==> src/ifc_pkg.sv <==
package ifc_pkg;

   // -----------------------------------------------------------------
   // widths and reset values
   // -----------------------------------------------------------------
   localparam int          IFC_CHAR_W      = 8;      // character width
   localparam logic [7:0]  IFC_RESUME_RST  = 8'h11;  // resume code after reset
   localparam logic [7:0]  IFC_STOP_RST    = 8'h13;  // stop code after reset
   localparam logic [7:0]  IFC_ZERO_CHAR   = 8'h00;  // cleared character value

   // -----------------------------------------------------------------
   // exception status bytes pushed ahead of a flow character
   // -----------------------------------------------------------------
   localparam logic [7:0]  IFC_STAT_STOP   = 8'h01;  // stop code received
   localparam logic [7:0]  IFC_STAT_RESUME = 8'h02;  // resume code received
   localparam logic [7:0]  IFC_STAT_ERRBIT = 8'h80;  // or'd in when char had an error

   // -----------------------------------------------------------------
   // receive push sequencer states
   // -----------------------------------------------------------------
   typedef enum logic [1:0] {
      IFC_PUSH_IDLE   = 2'b00,  // nothing to push
      IFC_PUSH_STATUS = 2'b01,  // status byte on the push port
      IFC_PUSH_CHAR   = 2'b11   // character byte on the push port
   } ifc_push_type;

endpackage : ifc_pkg

==> src/ifc_inband_flow.sv <==
`timescale 1ns/10ps
module ifc_inband_flow (
   input  wire logic       clk_sys,                 // system clock
   input  wire logic       rst,                     // asynchronous reset, active high
   // character programming
   input  wire logic       resume_char_wr,          // write resume code
   input  wire logic       stop_char_wr,            // write stop code
   input  wire logic [7:0] char_wr_data,            // code value written
   // option bits
   input  wire logic       special_char_detect_en,  // compare received characters
   input  wire logic       tx_auto_inband_en,       // automatic transmit flow control
   input  wire logic       implied_resume_en,       // any character but the stop code restarts
   input  wire logic       flow_transparency_en,    // discard received flow codes
   input  wire logic       match_on_error_en,       // errored characters may match
   // host commands, one-cycle pulses
   input  wire logic       cmd_send_resume,         // send resume code
   input  wire logic       cmd_send_stop,           // send stop code
   input  wire logic       cmd_rx_enable_change,    // receiver enabled or disabled
   input  wire logic       cmd_tx_enable_change,    // transmitter enabled or disabled
   // prescaler
   input  wire logic       prescaler_tick,          // delay timer tick
   // transmit queue head
   input  wire logic       txq_valid,               // queue holds a character
   input  wire logic       txq_is_delay,            // head is a delay command
   input  wire logic [7:0] txq_data,                // head character or delay parameter
   // transmit engine
   input  wire logic       tx_take,                 // holding stage free, wants a character
   // received characters
   input  wire logic       rx_valid,                // character received
   input  wire logic [7:0] rx_data,                 // received character
   input  wire logic       rx_error,                // character had an error
   // outputs
   output logic            txq_pop,                 // remove queue head
   output logic            tx_load_valid,           // character for holding stage
   output logic      [7:0] tx_load_data,            // that character
   output logic            tx_delay_active,         // delay in progress
   output logic            rx_push_valid,           // byte for receive fifo
   output logic      [7:0] rx_push_data,            // that byte
   output logic            rx_push_is_status,       // byte is exception status
   output logic            rx_exception_req,        // exception service request pulse
   output logic      [7:0] resume_char_reg,         // programmed resume code
   output logic      [7:0] stop_char_reg,           // programmed stop code
   output logic            rx_stop_sent_flag,       // stop code sent to remote
   output logic            rx_resume_sent_flag,     // resume code sent to remote
   output logic            tx_stopped_flag,         // halted by received stop code
   output logic            tx_resume_seen_flag      // resume received, not yet restarted
);

   // -----------------------------------------------------------------
   // declarations
   // -----------------------------------------------------------------
   logic       send_resume_pend_reg;   // resume code waiting for holding stage
   logic       send_stop_pend_reg;     // stop code waiting for holding stage
   logic       resume_out_reg;         // resume code has left for the line
   logic [7:0] timer_count;            // delay timer count
   logic       delay_load;             // start a delay this cycle
   logic       rx_match_ok;            // comparison allowed for this character
   logic       rx_is_stop;             // received stop code
   logic       rx_is_resume;           // received resume code
   logic       rx_restart;             // received character restarts transmitter
   logic       tx_halted;              // remote flow halt in force
   logic       fifo_load;              // queue character goes to holding stage
   logic       special_load;           // special character goes to holding stage
   ifc_pkg::ifc_push_type push_state_reg;  // push sequencer
   logic [7:0] push_char_reg;          // character kept for second byte
   logic       next_is_delay;          // another delay waits at the queue head

   // -----------------------------------------------------------------
   // helpers
   // -----------------------------------------------------------------
   // true while the delay timer holds no count
   function automatic logic timer_idle(input logic [7:0] cnt);
      timer_idle = (cnt == ifc_pkg::IFC_ZERO_CHAR);
   endfunction : timer_idle

   // -----------------------------------------------------------------
   // receive comparison
   // -----------------------------------------------------------------
   assign rx_match_ok  = rx_valid && special_char_detect_en && tx_auto_inband_en
                         && (!rx_error || match_on_error_en);
   // stop code wins when both codes are equal
   assign rx_is_stop   = rx_match_ok && (rx_data == stop_char_reg);
   assign rx_is_resume = rx_match_ok && (rx_data == resume_char_reg) && !rx_is_stop;
   // implied resume lets any character other than the stop code restart a stopped transmitter
   assign rx_restart   = rx_is_resume || (rx_valid && tx_auto_inband_en && implied_resume_en
                         && tx_stopped_flag && !rx_is_stop);

   // -----------------------------------------------------------------
   // transmit arbitration
   // -----------------------------------------------------------------
   // halt gates queue data only, special sends pass regardless
   assign tx_halted    = tx_stopped_flag;
   assign special_load = tx_take && (send_resume_pend_reg || send_stop_pend_reg);
   assign next_is_delay = txq_valid && txq_is_delay && !txq_pop && !tx_halted;
   // a delay head loads only while the timer is idle
   assign delay_load   = next_is_delay && timer_idle(timer_count);
   assign fifo_load    = tx_take && !special_load && txq_valid && !txq_is_delay && !txq_pop
                         && !tx_halted && timer_idle(timer_count);

   // -----------------------------------------------------------------
   // delay timer
   // -----------------------------------------------------------------
   // arbitration above watches the count for zero
   ifc_delay_timer i_ifc_delay_timer (
      .clk_sys    (clk_sys),
      .rst        (rst),
      .load       (delay_load),
      .load_value (txq_data),
      .tick       (prescaler_tick),
      .count      (timer_count)
   );

   // delay flag shows a running count
   // a delay queued behind keeps the flag up across the reload
   always_ff @(posedge clk_sys or posedge rst) begin
      if (rst) begin
         tx_delay_active <= 1'b0;
      end else begin
         tx_delay_active <= delay_load || (timer_count > 8'h01)
                            || ((timer_count == 8'h01) && (!prescaler_tick || next_is_delay));
      end
   end

   // -----------------------------------------------------------------
   // flow code registers
   // -----------------------------------------------------------------
   // host writes either code at any time
   always_ff @(posedge clk_sys or posedge rst) begin
      if (rst) begin
         resume_char_reg <= ifc_pkg::IFC_RESUME_RST;
         stop_char_reg   <= ifc_pkg::IFC_STOP_RST;
      end else begin
         if (resume_char_wr) begin
            resume_char_reg <= char_wr_data;
         end
         if (stop_char_wr) begin
            stop_char_reg <= char_wr_data;
         end
      end
   end

   // -----------------------------------------------------------------
   // pending special sends
   // -----------------------------------------------------------------
   // a new command in the cycle the old one leaves stays pending
   always_ff @(posedge clk_sys or posedge rst) begin
      if (rst) begin
         send_resume_pend_reg <= 1'b0;
         send_stop_pend_reg   <= 1'b0;
      end else begin
         if (cmd_send_resume) begin
            send_resume_pend_reg <= 1'b1;
         end else if (special_load && send_resume_pend_reg) begin
            send_resume_pend_reg <= 1'b0;
         end
         if (cmd_send_stop) begin
            send_stop_pend_reg <= 1'b1;
         end else if (special_load && !send_resume_pend_reg) begin
            send_stop_pend_reg <= 1'b0;
         end
      end
   end

   // -----------------------------------------------------------------
   // holding stage load and queue pop
   // -----------------------------------------------------------------
   // one character per take, special sends first
   always_ff @(posedge clk_sys or posedge rst) begin
      if (rst) begin
         tx_load_valid <= 1'b0;
         tx_load_data  <= ifc_pkg::IFC_ZERO_CHAR;
         txq_pop       <= 1'b0;
      end else begin
         tx_load_valid <= special_load || fifo_load;
         txq_pop       <= fifo_load || delay_load;
         if (special_load) begin
            // resume goes ahead of stop when both wait
            tx_load_data <= send_resume_pend_reg ? resume_char_reg : stop_char_reg;
         end else if (fifo_load) begin
            tx_load_data <= txq_data;
         end
      end
   end

   // -----------------------------------------------------------------
   // receive-side flow flags
   // -----------------------------------------------------------------
   // commands win over an enable change in the same cycle
   always_ff @(posedge clk_sys or posedge rst) begin
      if (rst) begin
         rx_stop_sent_flag   <= 1'b0;
         rx_resume_sent_flag <= 1'b0;
         resume_out_reg      <= 1'b0;
      end else begin
         if (cmd_send_resume) begin
            rx_stop_sent_flag   <= 1'b0;
            rx_resume_sent_flag <= 1'b1;
            resume_out_reg      <= 1'b0;
         end else if (cmd_send_stop) begin
            rx_stop_sent_flag   <= 1'b1;
            rx_resume_sent_flag <= 1'b0;
         end else if (cmd_rx_enable_change) begin
            rx_stop_sent_flag   <= 1'b0;
            rx_resume_sent_flag <= 1'b0;
            resume_out_reg      <= 1'b0;
         end else begin
            if (special_load && send_resume_pend_reg) begin
               resume_out_reg <= 1'b1;
            end
            if (rx_valid && resume_out_reg) begin
               rx_resume_sent_flag <= 1'b0;
               resume_out_reg      <= 1'b0;
            end
         end
      end
   end

   // -----------------------------------------------------------------
   // transmit-side flow flags
   // -----------------------------------------------------------------
   // received codes win over an enable change in the same cycle
   always_ff @(posedge clk_sys or posedge rst) begin
      if (rst) begin
         tx_stopped_flag     <= 1'b0;
         tx_resume_seen_flag <= 1'b0;
      end else if (rx_is_stop) begin
         tx_stopped_flag     <= 1'b1;
         tx_resume_seen_flag <= 1'b0;
      end else if (rx_restart) begin
         tx_stopped_flag     <= 1'b0;
         tx_resume_seen_flag <= 1'b1;
      end else if (cmd_tx_enable_change) begin
         tx_stopped_flag     <= 1'b0;
         tx_resume_seen_flag <= 1'b0;
      // the first queue load is the actual restart
      end else if (fifo_load) begin
         tx_stopped_flag     <= 1'b0;
         tx_resume_seen_flag <= 1'b0;
      end
   end

   // -----------------------------------------------------------------
   // receive fifo push sequencer
   // -----------------------------------------------------------------
   // characters are accepted whatever the stop-sent flag says, except those arriving while a status pair is pushed
   always_ff @(posedge clk_sys or posedge rst) begin
      if (rst) begin
         push_state_reg    <= ifc_pkg::IFC_PUSH_IDLE;
         push_char_reg     <= ifc_pkg::IFC_ZERO_CHAR;
         rx_push_valid     <= 1'b0;
         rx_push_data      <= ifc_pkg::IFC_ZERO_CHAR;
         rx_push_is_status <= 1'b0;
         rx_exception_req  <= 1'b0;
      end else begin
         rx_exception_req <= 1'b0;
         unique case (push_state_reg)
            ifc_pkg::IFC_PUSH_IDLE: begin
               if (rx_valid && (rx_is_stop || rx_is_resume) && !flow_transparency_en) begin
                  // flow code given to host as an exception
                  push_state_reg    <= ifc_pkg::IFC_PUSH_STATUS;
                  push_char_reg     <= rx_data;
                  rx_push_valid     <= 1'b1;
                  rx_push_is_status <= 1'b1;
                  rx_push_data      <= (rx_is_stop ? ifc_pkg::IFC_STAT_STOP
                                                   : ifc_pkg::IFC_STAT_RESUME)
                                       | (rx_error ? ifc_pkg::IFC_STAT_ERRBIT
                                                   : ifc_pkg::IFC_ZERO_CHAR);
                  rx_exception_req  <= 1'b1;
               end else if (rx_valid && !(rx_is_stop || rx_is_resume)) begin
                  // ordinary character passes straight on
                  rx_push_valid     <= 1'b1;
                  rx_push_is_status <= 1'b0;
                  rx_push_data      <= rx_data;
               end else begin
                  // idle, or flow code discarded under transparency
                  rx_push_valid     <= 1'b0;
                  rx_push_is_status <= 1'b0;
               end
            end
            ifc_pkg::IFC_PUSH_STATUS: begin
               // second byte carries the character itself
               push_state_reg    <= ifc_pkg::IFC_PUSH_CHAR;
               rx_push_valid     <= 1'b1;
               rx_push_is_status <= 1'b0;
               rx_push_data      <= push_char_reg;
            end
            ifc_pkg::IFC_PUSH_CHAR: begin
               // a character arriving now is lost; the line spaces them out
               push_state_reg    <= ifc_pkg::IFC_PUSH_IDLE;
               rx_push_valid     <= 1'b0;
               rx_push_is_status <= 1'b0;
            end
            default: begin
               push_state_reg    <= ifc_pkg::IFC_PUSH_IDLE;
               rx_push_valid     <= 1'b0;
               rx_push_is_status <= 1'b0;
            end
         endcase
      end
   end

endmodule : ifc_inband_flow

==> src/ifc_delay_timer.sv <==
`timescale 1ns/10ps
module ifc_delay_timer (
   input  wire logic       clk_sys,     // system clock
   input  wire logic       rst,         // asynchronous reset, active high
   input  wire logic       load,        // load count this cycle
   input  wire logic [7:0] load_value,  // parameter byte of delay command
   input  wire logic       tick,        // prescaler tick
   output logic      [7:0] count        // current count, zero when idle
);

   // -----------------------------------------------------------------
   // countdown
   // -----------------------------------------------------------------
   // load wins over a tick in the same cycle
   always_ff @(posedge clk_sys or posedge rst) begin
      if (rst) begin
         count <= ifc_pkg::IFC_ZERO_CHAR;
      end else if (load) begin
         count <= load_value;
      end else if (tick && (count != ifc_pkg::IFC_ZERO_CHAR)) begin
         count <= count - 8'h01;
      end
   end

endmodule : ifc_delay_timer

==> config.mk <==
export PLATFORM = sky130hd
export DESIGN_NAME = ifc_inband_flow
export DESIGN_NICKNAME = d
export VERILOG_FILES = /design/src/ifc_pkg.sv /design/src/ifc_inband_flow.sv /design/src/ifc_delay_timer.sv
export SDC_FILE = /design/constraint.sdc
export NUM_CORES = 1
export LEC_CHECK = 0
export BUFFER_PORTS_ARGS = -buffer_cell sky130_fd_sc_hd__buf_2
export CAP_MARGIN = 20
export CORE_AREA = 2 2 83 85
export DETAILED_ROUTE_END_ITERATION = 10
export DIE_AREA = 0 0 85 87
export GPL_ROUTABILITY_DRIVEN = 0
export HOLD_SLACK_MARGIN = 0.02
export PLACE_DENSITY = 0.75
export SETUP_SLACK_MARGIN = 0.4
export SLEW_MARGIN = 5
export SYNTH_ARGS = -nofsm -noshare
export SYNTH_HDL_FRONTEND = slang
export SYNTH_SLANG_ARGS = --single-unit
==> constraint.sdc <==
create_clock -name clk_sys -period 2.1 [get_ports clk_sys]
set_input_delay 0.315 -clock clk_sys [delete_from_list [all_inputs] [get_ports clk_sys]]
set_output_delay 0.315 -clock clk_sys [all_outputs]
set_load 0.03 [all_outputs]
==> impl_metrics.yaml <==
status:
  outcome: "finished clean"
setup_path:
  start_kind: "flip-flop"
  max_stage_delay_ns: 0.56
  arrival_ns: 2.29
  setup.worst_path.class: "reg -> reg"
  cp_slowest_cell: "dfstp_2"
  path_cells: "xor2_2 > nor4_1 > and4_4 > nand2b_4 > a311o_1 > buf_6 > a221o_1"
  cp_max_fo: 8
  required_ns: 2.33
  crit_path_end_kind: "flip-flop"
  cp_top_family: "compound AO/OA/AOI/OAI gates"
  path_buf_inv: 1
clocking:
  cts.clk_slew.worst_paths_ns: 0.07
  htree_levels: 3
  clock_latency_ns: 0.35
  numClockSinks: 62
  cts_root_buf: "clkbuf_8"
  cts_buffers: 9
  clock_path_buffers: 2
  tritoncts: "built"
  postCtsHoldBufs: 0
cells_and_area:
  final_common_cell: "buf_2"
  mostFrequentLayoutCells: "buf_2, dfrtp_1, buf_4, mux2_2, xor2_1"
  nNetsFinal: 433
  n_antenna_cell: 0
  final_area_um2: 4210
  drive_gt1_frac: 0.555
  postLayoutCoreUtil: 0.641
  syn2layout_area_growth_pct: 40.9
die:
  rows: 30
  io_pins: 85
  fp.coreArea_um2: 6570
  die_h_um: 87
  dieArea_um2: 7400
  start_util: 0.455
  die_width_um: 85
placement:
  portBuffers: 84
  placed_cell_area_um2: 3600
  hpwl_um: 5580
synth:
  avgSynthCellArea_um2: 11.5
  synth_area_leaders: "dfrtp_1, mux2_2, xor2_1"
  synth_fp_nets: 305
  synthDistinctLibCells: 46
  mappedNetlistArea_um2: 2990
  synth_area_leader_cell: "dfrtp_1"
  ys_seq_elements: 62
  yosysWarnings: 0
  post_synth_inst_count: 260
  yosys.area.top_type_share: 0.477
  seq_area_frac_synth: 0.521
grt:
  grt_start_max_net_pins: 39
  antenna_found_initial: 0
  grt_pass1_vias: 2535
  grt.total_usage: 0.219
  grt_pass1_wl_um: 12400
  gr-total-overflow: 0
worst_hold_path:
  hold_class: "in -> async"
job:
  cap_violations: 0
detailed_routing:
  drt-wirelength-per-cell_um: 17.5
  drt-total-wl_um: 8280
  drcViolationCount: 0
  vias: 2583
  via_per_inst: 5.46
  ant_nets: 0
  drt-initial-drc-count: 147
  first_pass_iters: 4
timing:
  slew_violations: 0
  setup_viol: 0
  finalClockSkew_ns: 0.0122
  period_share: 0.983
  fmax_mhz: 484
  timing.hold.ws_ns: 0.110
  setup_tns_ns: 0
  rsz0062_at_grt: "yes"
  relSlewSlack: 0.469
  worst_pin_slew_ns: 0.796
  finalWorstPathRequiredPeriod_ns: 2.07
  hold_violations: 0
pwr:
  ir_drop_uv: 551
  p_leak_nw: 2.05
  power_density_nw_per_um2: 850
  total_power_mw: 3.58
-- synthesized netlist by cell type, drive strengths merged --
cell type	instances
mux2	26
o41a	1
a22o	5
a311o	1
ha	2
nor2	12
inv	11
a221o	4
buf	3
a311oi	1
dfstp	5
and4	1
nor3b	2
and3	3
o22ai	1
a31oi	3
nor4	6
a211oi	9
nor2b	9
mux2i	9
nand2b	2
nand3b	1
xor2	19
or3	2
a31o	2
nand2	16
clkbuf	7
nand4b	2
nand3	6
nor3	3
dfrtp	57
a21o	6
a41o	1
nand4	3
a32oi	1
o21ai	4
a21oi	13
o221ai	1
-- timing repair --
item	in CTS	in global routing
pin swaps	7	15
cloned	1	0
hold endpoints to repair	0	0
setup buffers	17	8
setup endpoints to repair	32	34
gates resized for setup	17	29
-- area by class of cell --
type | instances | area, um2
clock buffers | 13 | 169
well taps | 80 | 100
fillers | 507 | 2360
flip-flops and latches | 62 | 1570
multi-input cells | 178 | 1530
repair buffers | 126 | 778
inverters | 11 | 45.0
clock inverters | 3 | 17.5
-- kinds of logic after synthesis --
family / Yosys count / synth area share
simple gates: 68 / 0.124
flops: 62 / 0.521
compound gates: 53 / 0.130
mux: 35 / 0.129
buf+inv: 21 / 0.0310
xor+xnor: 19 / 0.0557
fa+ha+maj: 2 / 0.00837
-- worst paths after layout --
path                                        from                    endpoint  slack, ns  depth (start not counted)
worst max-delay path            stop_char_reg[0]             rx_push_data[1]       0.03                          7
worst min-delay path                         rst             rx_push_data[0]       0.11                          2
worst max register to register  stop_char_reg[0]             rx_push_data[1]       0.03                          7
worst min register to register   rx_push_data[2]             rx_push_data[2]       0.48                          1
max in group asynchronous                    rst  i_ifc_delay_timer.count[5]       1.33                          3
min in group clk_sys             cmd_send_resume           rx_stop_sent_flag       0.16                          2
-- metal layers --
layer  up-vias  global-route usage  wire length (um)  part of all wire
li1       1204                   -                 -                 -
met1      1255               0.269              3380              0.41
met2        97               0.361              4140              0.50
met3        27              0.0521               443             0.054
met4         0               0.114               315             0.038
met5         -                   0                 0                 0
-- metrics by stage --
step | worst slack [ns] | std cells
final | 0.0348 | 473
after global routing | -0.0645 | 473
after CTS | 0.0928 | 465
after detailed placement | -0.0648 | 431
after global placement | 0.00899 | 431
after floorplan | 0.0276 | 260
-- power by group --
part	switching [mW]	internal, mW
sequential	0.173	1.36
combinational	0.586	0.470
clock	0.465	0.521
(Power assumes the default switching activity.)
